===== config.mk =====
export PLATFORM = sky130hd
export DESIGN_NAME = plc_sweep_scheduler
export DESIGN_NICKNAME = d
export VERILOG_FILES = /design/src/rtl/sweep_pkg.sv /design/src/rtl/ms_tick_if.sv /design/src/rtl/ms_timebase.sv /design/src/rtl/plc_sweep_scheduler.sv
export SDC_FILE = /design/constraint.sdc
export NUM_CORES = 1
export LEC_CHECK = 0
export ABC_AREA = 1
export BUFFER_PORTS_ARGS = -buffer_cell sky130_fd_sc_hd__buf_2
export CAP_MARGIN = 20
export CORE_MARGIN = 2
export CORE_UTILIZATION = 63
export CTS_BUF_LIST = sky130_fd_sc_hd__clkbuf_8
export CTS_CLUSTER_SIZE = 28
export DETAILED_ROUTE_END_ITERATION = 8
export PLACE_DENSITY = 0.9
export SLEW_MARGIN = 20
export SYNTH_ARGS = -nofsm -noshare
export SYNTH_HDL_FRONTEND = slang
export SYNTH_SLANG_ARGS = --single-unit

===== constraint.sdc =====
create_clock -name aclk -period 4 [get_ports aclk]
set_input_delay 0.2 -clock aclk [delete_from_list [all_inputs] [get_ports aclk]]
set_output_delay 0.2 -clock aclk [all_outputs]
set_load 0.01 [all_outputs]

===== src/rtl/sweep_pkg.sv =====
package sweep_pkg;

    // ---------------------------------------------------------------
    // timing
    // ---------------------------------------------------------------
    localparam int CLK_PERIOD_NS = 5;
    localparam int MS_NS = 1000000;
    localparam int CYCLES_PER_MS = MS_NS / CLK_PERIOD_NS;

    // ---------------------------------------------------------------
    // register offsets (byte addresses)
    // ---------------------------------------------------------------
    localparam logic [7:0] ADDR_CTRL = 8'h00;
    localparam logic [7:0] ADDR_CSWEEP = 8'h04;
    localparam logic [7:0] ADDR_CWIN = 8'h08;
    localparam logic [7:0] ADDR_CC_TIME = 8'h0c;
    localparam logic [7:0] ADDR_BP_TIME = 8'h10;
    localparam logic [7:0] ADDR_BG_TIME = 8'h14;
    localparam logic [7:0] ADDR_STATUS = 8'h18;
    localparam logic [7:0] ADDR_LAST_SWEEP = 8'h1c;
    localparam logic [7:0] ADDR_FAULTS = 8'h20;

    // ---------------------------------------------------------------
    // control and status fields
    // ---------------------------------------------------------------
    localparam int CTRL_SWEEP_LSB = 0;
    localparam int CTRL_CC_LSB = 2;
    localparam int CTRL_BP_LSB = 4;
    localparam int CTRL_BG_BIT = 6;
    localparam int CTRL_RUN_BIT = 8;
    localparam int CTRL_W = 9;
    localparam int STAT_PHASE_LSB = 4;
    localparam int STAT_CS_BIT = 8;
    localparam int STAT_CW_BIT = 9;

    // ---------------------------------------------------------------
    // values after reset and legal ranges
    // ---------------------------------------------------------------
    localparam logic [8:0] CTRL_RST = 9'h004;
    localparam logic [11:0] CSWEEP_RST = 12'h000;
    localparam logic [7:0] CWIN_RST = 8'h03;
    localparam logic [7:0] CC_TIME_RST = 8'h0a;
    localparam logic [7:0] BP_TIME_RST = 8'hff;
    localparam logic [7:0] BG_TIME_RST = 8'h00;
    localparam logic [11:0] CSWEEP_MIN = 12'h005;
    localparam logic [11:0] CSWEEP_MAX = 12'h9f6;
    localparam logic [7:0] CWIN_MIN = 8'h03;

    localparam logic [1:0] RESP_OKAY = 2'b00;
    localparam logic [1:0] RESP_SLVERR = 2'b10;

    typedef enum logic [1:0] {
        SWEEP_NORMAL = 2'b00,
        SWEEP_CONST = 2'b01,
        SWEEP_CWIN = 2'b10
    } sweep_mode_t;

    typedef enum logic [1:0] {
        WIN_RTC = 2'b00,
        WIN_LIMITED = 2'b01,
        WIN_CONST = 2'b10
    } win_mode_t;

    typedef enum logic [2:0] {
        PH_HK = 3'b000,
        PH_IN = 3'b001,
        PH_LOGIC = 3'b010,
        PH_OUT = 3'b011,
        PH_CC = 3'b100,
        PH_BP = 3'b101,
        PH_BG = 3'b110
    } phase_t;

endpackage


===== src/rtl/ms_tick_if.sv =====
interface ms_tick_if;
    logic tick;
    modport src (output tick);
    modport snk (input tick);
endinterface


===== src/rtl/ms_timebase.sv =====
module ms_timebase #(
    parameter int CYCLES_PER_MS = sweep_pkg::CYCLES_PER_MS
) (
    input wire logic aclk,
    input wire logic aresetn,
    ms_tick_if.src ms
);
    logic [31:0] cnt;

    // one-cycle enable every millisecond
    always_ff @(posedge aclk) begin
        if (!aresetn) begin
            cnt <= 32'h0;
            ms.tick <= 1'b0;
        end else if (cnt == 32'(CYCLES_PER_MS - 1)) begin
            cnt <= 32'h0;
            ms.tick <= 1'b1;
        end else begin
            cnt <= cnt + 32'h1;
            ms.tick <= 1'b0;
        end
    end

endmodule


===== src/rtl/plc_sweep_scheduler.sv =====
// Decided for this implementation: the placing of the registers and register access over AXI4-Lite.
module plc_sweep_scheduler #(
    parameter int CYCLES_PER_MS = sweep_pkg::CYCLES_PER_MS
) (
    input wire logic aclk,
    input wire logic aresetn,
    input wire logic [7:0] s_axi_awaddr,
    input wire logic s_axi_awvalid,
    output logic s_axi_awready,
    input wire logic [31:0] s_axi_wdata,
    input wire logic [3:0] s_axi_wstrb,
    input wire logic s_axi_wvalid,
    output logic s_axi_wready,
    output logic [1:0] s_axi_bresp,
    output logic s_axi_bvalid,
    input wire logic s_axi_bready,
    input wire logic [7:0] s_axi_araddr,
    input wire logic s_axi_arvalid,
    output logic s_axi_arready,
    output logic [31:0] s_axi_rdata,
    output logic [1:0] s_axi_rresp,
    output logic s_axi_rvalid,
    input wire logic s_axi_rready,
    output logic [2:0] phase,
    input wire logic phase_done,
    input wire logic cc_pending,
    input wire logic bp_pending,
    output logic cc_open,
    output logic bp_open,
    output logic bg_open,
    output logic window_close,
    output logic logic_start,
    output logic clear_nonret,
    output logic oversweep_flag,
    output logic oversweep_fault
);
    // ---------------------------------------------------------------
    // registers and state
    // ---------------------------------------------------------------
    logic [8:0] ctrl;
    logic [11:0] csweep;
    logic [7:0] cwin;
    logic [7:0] cc_time;
    logic [7:0] bp_time;
    logic [7:0] bg_time;
    logic [11:0] last_sweep;
    logic [15:0] fault_cnt;
    logic [11:0] sweep_ms;
    logic [11:0] win_ms;
    logic [11:0] cw_ms;
    logic [31:0] sweep_sub;
    logic [31:0] cw_sub;
    logic sweep_tick;
    logic cw_tick;
    logic run_q;
    sweep_pkg::phase_t state;
    sweep_pkg::phase_t next_state;
    ms_tick_if ms ();

    ms_timebase #(.CYCLES_PER_MS(CYCLES_PER_MS)) u_timebase (
        .aclk(aclk),
        .aresetn(aresetn),
        .ms(ms)
    );

    // ---------------------------------------------------------------
    // mode decode
    // ---------------------------------------------------------------
    logic [1:0] sw_mode;
    logic [1:0] cc_mode;
    logic [1:0] bp_mode;
    logic run;
    logic cw_on;
    logic cs_on;
    logic alt_end;
    logic ovr_now;
    logic sweep_start;
    logic win_done;
    logic w_pend;
    logic [1:0] w_mode;
    logic [7:0] w_limit;

    assign sw_mode = ctrl[sweep_pkg::CTRL_SWEEP_LSB +: 2];
    assign cc_mode = ctrl[sweep_pkg::CTRL_CC_LSB +: 2];
    assign bp_mode = ctrl[sweep_pkg::CTRL_BP_LSB +: 2];
    assign run = ctrl[sweep_pkg::CTRL_RUN_BIT];
    // one window in constant mode drags the others along
    assign cw_on = sw_mode == sweep_pkg::SWEEP_CWIN
        || cc_mode == sweep_pkg::WIN_CONST
        || bp_mode == sweep_pkg::WIN_CONST
        || ctrl[sweep_pkg::CTRL_BG_BIT];
    // an unloaded period keeps the scheduler in normal sweep
    assign cs_on = !cw_on && sw_mode == sweep_pkg::SWEEP_CONST
        && csweep != 12'h0;
    assign alt_end = cs_on ? (sweep_ms >= csweep)
                           : (cw_ms >= {4'h0, cwin});
    assign ovr_now = cs_on && sweep_ms > csweep;

    always_comb begin
        case (state)
            sweep_pkg::PH_CC: begin
                w_pend = cc_pending;
                w_mode = cc_mode;
                w_limit = cc_time;
            end
            sweep_pkg::PH_BP: begin
                w_pend = bp_pending;
                w_mode = bp_mode;
                w_limit = bp_time;
            end
            default: begin
                w_pend = 1'b0;
                w_mode = sweep_pkg::WIN_LIMITED;
                w_limit = bg_time;
            end
        endcase
        if (state == sweep_pkg::PH_BG)
            win_done = win_ms >= {4'h0, w_limit};
        else if (w_mode == sweep_pkg::WIN_LIMITED)
            win_done = !w_pend
                || win_ms >= {4'h0, w_limit};
        else
            win_done = !w_pend;
    end

    // ---------------------------------------------------------------
    // sweep sequencer
    // ---------------------------------------------------------------
    always_comb begin
        next_state = state;
        case (state)
            sweep_pkg::PH_HK: begin
                if (phase_done)
                    next_state = sweep_pkg::PH_IN;
            end
            sweep_pkg::PH_IN: begin
                if (phase_done)
                    next_state = run ? sweep_pkg::PH_LOGIC
                                     : sweep_pkg::PH_OUT;
            end
            sweep_pkg::PH_LOGIC: begin
                if (phase_done)
                    next_state = sweep_pkg::PH_OUT;
            end
            sweep_pkg::PH_OUT: begin
                // an overrun leaves no time for any window
                if (phase_done)
                    next_state = (cs_on && sweep_ms >= csweep)
                        ? sweep_pkg::PH_HK : sweep_pkg::PH_CC;
            end
            sweep_pkg::PH_CC, sweep_pkg::PH_BP, sweep_pkg::PH_BG: begin
                if (cs_on || cw_on) begin
                    // rotate on idle or each millisecond, polling requests
                    if (alt_end)
                        next_state = sweep_pkg::PH_HK;
                    else if (!w_pend || ms.tick)
                        next_state = state == sweep_pkg::PH_BG
                            ? sweep_pkg::PH_CC
                            : sweep_pkg::phase_t'(state + 3'h1);
                end else if (win_done) begin
                    next_state = state == sweep_pkg::PH_BG
                        ? sweep_pkg::PH_HK
                        : sweep_pkg::phase_t'(state + 3'h1);
                end
            end
            default: next_state = sweep_pkg::PH_HK;
        endcase
    end

    assign sweep_start = state != sweep_pkg::PH_HK
        && next_state == sweep_pkg::PH_HK;

    always_ff @(posedge aclk) begin
        if (!aresetn)
            state <= sweep_pkg::PH_HK;
        else
            state <= next_state;
    end

    always_ff @(posedge aclk) begin
        if (!aresetn) begin
            window_close <= 1'b0;
            logic_start <= 1'b0;
        end else begin
            window_close <= sweep_start && state[2];
            logic_start <= state == sweep_pkg::PH_IN
                && next_state == sweep_pkg::PH_LOGIC;
        end
    end

    assign phase = state;
    assign cc_open = state == sweep_pkg::PH_CC;
    assign bp_open = state == sweep_pkg::PH_BP;
    assign bg_open = state == sweep_pkg::PH_BG;

    // ---------------------------------------------------------------
    // millisecond timers
    // ---------------------------------------------------------------
    always_ff @(posedge aclk) begin
        if (!aresetn)
            sweep_ms <= 12'h0;
        else if (sweep_start)
            sweep_ms <= 12'h0;
        else if (sweep_tick && sweep_ms != 12'hfff)
            sweep_ms <= sweep_ms + 12'h1;
    end

    // sweep and constant window keep their own sub-millisecond counts from
    // their start, so a partial millisecond never cuts either short
    assign sweep_tick = sweep_sub == 32'(CYCLES_PER_MS - 1);
    assign cw_tick = cw_sub == 32'(CYCLES_PER_MS - 1);

    always_ff @(posedge aclk) begin
        if (!aresetn || sweep_start)
            sweep_sub <= 32'h1;
        else if (sweep_tick)
            sweep_sub <= 32'h0;
        else
            sweep_sub <= sweep_sub + 32'h1;
    end

    always_ff @(posedge aclk) begin
        if (!aresetn || state == sweep_pkg::PH_OUT)
            cw_sub <= 32'h1;
        else if (cw_tick)
            cw_sub <= 32'h0;
        else
            cw_sub <= cw_sub + 32'h1;
    end

    always_ff @(posedge aclk) begin
        if (!aresetn)
            win_ms <= 12'h0;
        else if (next_state != state)
            win_ms <= 12'h0;
        else if (ms.tick && win_ms != 12'hfff)
            win_ms <= win_ms + 12'h1;
    end

    always_ff @(posedge aclk) begin
        if (!aresetn)
            cw_ms <= 12'h0;
        else if (state == sweep_pkg::PH_OUT)
            cw_ms <= 12'h0;
        else if (cw_tick && cw_ms != 12'hfff)
            cw_ms <= cw_ms + 12'h1;
    end

    // ---------------------------------------------------------------
    // oversweep and run transitions
    // ---------------------------------------------------------------
    logic st_write;
    logic wr_fire;
    logic [7:0] wr_addr;
    logic [31:0] wr_data;
    logic [31:0] wd;

    always_ff @(posedge aclk) begin
        if (!aresetn) begin
            oversweep_flag <= 1'b0;
            oversweep_fault <= 1'b0;
            fault_cnt <= 16'h0;
            last_sweep <= 12'h0;
        end else begin
            oversweep_fault <= sweep_start && ovr_now;
            // a new overrun beats a software clear in the same cycle
            if (sweep_start && ovr_now) begin
                oversweep_flag <= 1'b1;
                fault_cnt <= fault_cnt + 16'h1;
            end else if (st_write && wd[0]) begin
                oversweep_flag <= 1'b0;
            end
            if (sweep_start)
                last_sweep <= sweep_ms;
        end
    end

    always_ff @(posedge aclk) begin
        if (!aresetn) begin
            run_q <= 1'b0;
            clear_nonret <= 1'b0;
        end else begin
            run_q <= run;
            clear_nonret <= run && !run_q;
        end
    end

    // ---------------------------------------------------------------
    // axi4-lite write channel
    // ---------------------------------------------------------------
    logic aw_held;
    logic w_held;
    logic wr_ok;

    assign s_axi_awready = !aw_held && !s_axi_bvalid;
    assign s_axi_wready = !w_held && !s_axi_bvalid;
    assign wr_fire = (aw_held || s_axi_awvalid)
        && (w_held || s_axi_wvalid) && !s_axi_bvalid;

    always_ff @(posedge aclk) begin
        if (!aresetn) begin
            aw_held <= 1'b0;
            w_held <= 1'b0;
            wr_addr <= 8'h0;
            wr_data <= 32'h0;
        end else if (wr_fire) begin
            aw_held <= 1'b0;
            w_held <= 1'b0;
        end else begin
            if (s_axi_awvalid && s_axi_awready) begin
                aw_held <= 1'b1;
                wr_addr <= s_axi_awaddr;
            end
            if (s_axi_wvalid && s_axi_wready) begin
                w_held <= 1'b1;
                wr_data <= s_axi_wdata;
            end
        end
    end

    logic [7:0] wa;
    logic [3:0] ws;
    logic [3:0] ws_q;

    always_ff @(posedge aclk) begin
        if (!aresetn)
            ws_q <= 4'h0;
        else if (s_axi_wvalid && s_axi_wready)
            ws_q <= s_axi_wstrb;
    end

    assign wa = aw_held ? wr_addr : s_axi_awaddr;
    assign wd = w_held ? wr_data : s_axi_wdata;
    assign ws = w_held ? ws_q : s_axi_wstrb;
    // only the two low lanes carry data; partial writes are dropped
    assign wr_ok = wr_fire && ws[1:0] == 2'b11;
    assign st_write = wr_ok && wa == sweep_pkg::ADDR_STATUS;

    always_ff @(posedge aclk) begin
        if (!aresetn) begin
            s_axi_bvalid <= 1'b0;
            s_axi_bresp <= sweep_pkg::RESP_OKAY;
        end else if (wr_fire) begin
            s_axi_bvalid <= 1'b1;
            s_axi_bresp <= wa > sweep_pkg::ADDR_FAULTS || wa[1:0] != 2'b00
                ? sweep_pkg::RESP_SLVERR : sweep_pkg::RESP_OKAY;
        end else if (s_axi_bready) begin
            s_axi_bvalid <= 1'b0;
        end
    end

    // registers hold their values while stopped, so reads stay as left
    always_ff @(posedge aclk) begin
        if (!aresetn) begin
            ctrl <= sweep_pkg::CTRL_RST;
            csweep <= sweep_pkg::CSWEEP_RST;
            cwin <= sweep_pkg::CWIN_RST;
            cc_time <= sweep_pkg::CC_TIME_RST;
            bp_time <= sweep_pkg::BP_TIME_RST;
            bg_time <= sweep_pkg::BG_TIME_RST;
        end else if (wr_ok) begin
            case (wa)
                sweep_pkg::ADDR_CTRL: ctrl <= wd[8:0];
                sweep_pkg::ADDR_CSWEEP: begin
                    if (wd[31:12] == 20'h0 && wd[11:0] >= sweep_pkg::CSWEEP_MIN
                        && wd[11:0] <= sweep_pkg::CSWEEP_MAX)
                        csweep <= wd[11:0];
                end
                sweep_pkg::ADDR_CWIN: begin
                    if (wd[31:8] == 24'h0 && wd[7:0] >= sweep_pkg::CWIN_MIN)
                        cwin <= wd[7:0];
                end
                sweep_pkg::ADDR_CC_TIME: cc_time <= wd[7:0];
                sweep_pkg::ADDR_BP_TIME: bp_time <= wd[7:0];
                sweep_pkg::ADDR_BG_TIME: bg_time <= wd[7:0];
                default: ;
            endcase
        end
    end

    // ---------------------------------------------------------------
    // axi4-lite read channel
    // ---------------------------------------------------------------
    logic [31:0] rd_mux;
    logic rd_err;

    assign s_axi_arready = !s_axi_rvalid;

    always_comb begin
        rd_mux = 32'h0;
        rd_err = 1'b0;
        case (s_axi_araddr)
            sweep_pkg::ADDR_CTRL: rd_mux = {23'h0, ctrl};
            sweep_pkg::ADDR_CSWEEP: rd_mux = {20'h0, csweep};
            sweep_pkg::ADDR_CWIN: rd_mux = {24'h0, cwin};
            sweep_pkg::ADDR_CC_TIME: rd_mux = {24'h0, cc_time};
            sweep_pkg::ADDR_BP_TIME: rd_mux = {24'h0, bp_time};
            sweep_pkg::ADDR_BG_TIME: rd_mux = {24'h0, bg_time};
            sweep_pkg::ADDR_STATUS: begin
                rd_mux[0] = oversweep_flag;
                rd_mux[sweep_pkg::STAT_PHASE_LSB +: 3] = state;
                rd_mux[sweep_pkg::STAT_CS_BIT] = cs_on;
                rd_mux[sweep_pkg::STAT_CW_BIT] = cw_on;
            end
            sweep_pkg::ADDR_LAST_SWEEP: rd_mux = {20'h0, last_sweep};
            sweep_pkg::ADDR_FAULTS: rd_mux = {16'h0, fault_cnt};
            default: rd_err = 1'b1;
        endcase
    end

    always_ff @(posedge aclk) begin
        if (!aresetn) begin
            s_axi_rvalid <= 1'b0;
            s_axi_rdata <= 32'h0;
            s_axi_rresp <= sweep_pkg::RESP_OKAY;
        end else if (s_axi_arvalid && s_axi_arready) begin
            s_axi_rvalid <= 1'b1;
            s_axi_rdata <= rd_mux;
            s_axi_rresp <= rd_err ? sweep_pkg::RESP_SLVERR
                                  : sweep_pkg::RESP_OKAY;
        end else if (s_axi_rready) begin
            s_axi_rvalid <= 1'b0;
        end
    end
endmodule


==> impl_metrics.toml <==
[status]
outcome = "completed"

[clock_tree]
insertion_delay_ns = 0.57
clkTransAtPathRegs_ns = 0.06
cts_max_level = 2
cts_sinks = 287
cts.path.max_buffers = 3
cts_tree = "yes"
cts_made_buffers = 49
cts_root_buf = "clkbuf_8"
cts_setup_buffers = 0

[floorplan]
rows = 56
die_area_um2 = 25190
initial_utilization = 0.6425
ios = 114
die_height_um = 158.7
core_area_um2 = 23470
die_x_um = 158.7

[power]
pwr_density_cell_nw_per_um2 = 371.8
worst_ir_drop_vdd_mv = 0.2246
p_leak_nw = 6.907

[worst_setup_path]
crit_type = "reg -> reg"
path_buf_inv = 1
slowest_delay_ns = 0.54
r2r-end = "sweep_sub[18]$_SDFF_PP0_"
cpMaxStageDelayCell = "dfxtp_1"
r2r_start = "phase[0]$_SDFF_PN0_"
crit_family = "simple AND/OR/NAND/NOR gates"
required_ns = 4.43
crit_end = "sweep_sub[18]$_SDFF_PP0_"
crit_fanout = 18
cpMostUsedCell = "nand2_1"
startpoint = "phase[0]$_SDFF_PN0_"
crit_cells = 23
worst_r2r_path_depth = 23
setup.worst_path.end_class = "flip-flop"
arrival_ns = 4.09
r2r_slack_ns = 0.34
start_kind = "flip-flop"
crit_path_cell_trace = "nand2_4, nor2_8, inv_1, nand2_1, nor2_1, a221oi_1, ha_1, nand2_1, nand2_1, nand2_1, nand2_1, nor2_1, nand2_1, nand2_1, nand2_2, nand2_1, a21oi_1, nand2_1, nand2_2, nor2_8, nand2_8, nand3_2, nor2_1"

[yosys]
synth_ff_type = "dfxtp_1"
syn_inst = 2127
synth.distinct_cells = 62
yosys_warnings = 0
yosys.area.top_type = "dfxtp_1"
synth.area.top_cells = "dfxtp_1, nand2_1, inv_1"
syn-cell-area_um2 = 15080
synth-seq-cells = 287
synth.avg_cell_area_um2 = 7.090
synth_edf_count = 0
synthArstFlopShare = 0
synth_top_cell_area_share = 0.3810
yosysSeqAreaShare = 0.3810

[detailed_routing]
post_drt_via_cell_ratio = 5.795
drt-total-wl_um = 40820
drtAntennaViolNets = 0
routed.top_layer = "met4"
drt_iter0_markers = 1511
dr_wl_met2_um = 18830
wl_met1_um = 16210
dr.pass1.iters = 7
wl_per_cell_um = 15.59
num_vias = 15178
wl_met3_um = 3649
drc = 0

[worst_hold_path]
min_path_type = "in -> reg"

[sta]
maxSlewHeadroom = 0.3745
hold_violations = 0
rsz0062_at_grt = "no"
period_needed_ns = 3.655
holdWs_ns = 0.008684
clock_skew_ns = 0.03074
max_freq_ghz = 0.2736
worstMarginPinSlew_ns = 0.9261
fin_tns_setup_ns = 0
fin_crit_sh = 0.9139
finalMaxSlewViolations = 0
setup_violations = 0

[global_routing]
grt_overflow = 0
grt_pass1_vias = 14330
grt_pass1_wl_um = 66750
grt_max_degree = 71
grt_antenna_before_repair = 2
track_usage = 0.3111

[layout]
area_delta_synth_final_pct = 13.52
layout-drive-gt1-share = 0.1140
filler_cell_count = 1732
nNetsFinal = 2361

[placed_design]
dp_hpwl_um = 26940
port_buffers = 93
routabilityCongestion = 0.9745

[run]
cap_violations = 0
==> repair_timing <==
| item | CTS | global route |
|---|---|---|
| hold endpoints to repair | 43 | 0 |
| resized for setup | 0 | 1 |
| hold buffers | 44 | 0 |
| endpoints found under the setup margin | 0 | 30 |
==> worst min-delay path by stage <==
stage	from	depth (start not counted)	endpoint	slack, ns
6_report	s_axi_awaddr[0]	3	wr_addr[0]$_SDFFE_PN0P_	0.009
5_1_grt	s_axi_awaddr[0]	3	wr_addr[0]$_SDFFE_PN0P_	0.02
4_1_cts	s_axi_awaddr[0]	3	wr_addr[0]$_SDFFE_PN0P_	0.00003
3_5_place_dp	run_q$_SDFF_PN0_	1	clear_nonret$_SDFF_PN0_	0.38
3_3_place_gp	run_q$_SDFF_PN0_	1	clear_nonret$_SDFF_PN0_	0.37
2_1_floorplan	s_axi_awvalid	2	aw_held$_SDFFE_PP0P_	0.36
==> flip-flops by register name (all words and copies together) (netlist names), 2 cells and up <==
signal	cells
cw_sub	32
sweep_sub	32
u_timebase.cnt	32
wr_data	32
fault_cnt	16
s_axi_rdata	16
csweep	12
cw_ms	12
last_sweep	12
sweep_ms	12
win_ms	12
ctrl	9
bg_time	8
bp_time	8
cc_time	8
cwin	8
wr_addr	8
phase	3
ws_q	2
==> area by class of cell <==
cell class,count,area [um2],share of cell area
Clock buffer,64,880.8,0.05145
Clock inverter,22,147.6,0.008625
Timing Repair Buffer,148,988.4,0.05774
Inverter,326,1232,0.07199
Antenna cell,2,5.005,0.0002924
Tap cell,319,399.1,0.02332
Sequential cell,287,5746,0.3356
Multi-Input combinational cell,1451,7720,0.4510
==> cell families after synthesis <==
logic type	count (synthesis)	share of synthesized area
flops	287	0.3810
xor+xnor	61	0.03543
mux	1	0.0006638
simple gates	908	0.2857
other cells	1	0.0002487
buf+inv	407	0.1123
compound gates	426	0.1548
fa+ha+maj	36	0.02987
==> worst register-to-register path: stages, from the launching register on <==
cell and delay (ns):
dfxtp_1 0.54, nand2_4 0.12, nor2_8 0.15, inv_1 0.12
nand2_1 0.17, nor2_1 0.06, a221oi_1 0.25, ha_1 0.30
nand2_1 0.07, nand2_1 0.05, nand2_1 0.05, nand2_1 0.05
nor2_1 0.11, nand2_1 0.07, nand2_1 0.09, nand2_2 0.07
nand2_1 0.06, a21oi_1 0.08, nand2_1 0.09, nand2_2 0.11
nor2_8 0.31, nand2_8 0.19, nand3_2 0.35, nor2_1 0.08
==> per-stage QoR <==
| step | utilization | instances | instance area, um2 | total power [mW] | worst slack (ns) |
|---|---|---|---|---|---|
| after floorplan | - | 2144 | 15140 | 3.451 | 0.9718 |
| after global placement | 0.6659 | 2486 | 15630 | 3.553 | 0.5051 |
| after detailed placement | 0.6659 | 2486 | 15630 | 3.577 | 0.3520 |
| after CTS | 0.7285 | 2616 | 17100 | 6.328 | 0.3185 |
| after global routing | 0.7293 | 2619 | 17120 | 6.570 | 0.03776 |
| final | 0.7293 | 2619 | 17120 | 6.365 | 0.3445 |
==> report_power, final <==
part	leakage [nW]	switching, mW	internal [mW]	total, mW
sequential	2.32	0.0532	2.93	2.99
clock	0.580	1.21	1.56	2.76
combinational	4.00	0.420	0.194	0.614
total	6.91	1.68	4.69	6.36
==> cells in the mapped netlist (4+ instances only) <==
cell type	n
nor4_1	28
or2_2	7
nor3_2	15
a21oi_2	8
nor3_1	73
o41ai_1	4
nand3_2	4
buf_4	22
nand2_2	11
buf_6	8
dfxtp_1	287
a31oi_1	4
o21ai_1	9
o22ai_1	25
nand2_1	338
a221oi_1	11
a21oi_1	187
o211ai_1	5
o21a_1	4
nor2_2	13
clkbuf_1	36
nor2_1	223
nor2_8	4
nor3b_1	15
o21ai_0	154
nand3b_1	4
buf_2	12
ha_1	36
inv_1	317
nand4_1	64
xor2_1	49
nand3_1	90
xnor2_1	12
==> routing by layer <==
metal,track usage,vias to the layer above
li1,-,7273
met3,0.06243,216
met5,0,-
met1,0.3811,6866
met2,0.5198,823
met4,0.1580,0
==> cells in the final DEF, fill, tap and decap left out, types with 8 or more instances in the layout <==
master	netlist	layout
inv_1	317	328
nand2_1	338	337
nor3_2	15	15
o21ai_1	9	9
nand3_1	90	90
nor4_1	28	28
conb_1	1	18
buf_4	22	11
o22ai_1	25	25
nand4_1	64	64
nor3b_1	15	15
dlygate4sd3_1	0	44
o21ai_0	154	154
dfxtp_1	287	287
nor3_1	73	73
a21oi_1	187	187
buf_2	12	93
ha_1	36	36
a21oi_2	8	8
nor2_2	13	14
clkinv_2	1	8
nand2_2	11	12
xnor2_1	12	12
a221oi_1	11	11
nor2_1	223	222
clkbuf_8	0	64
xor2_1	49	49
(Power assumes the default switching activity.)
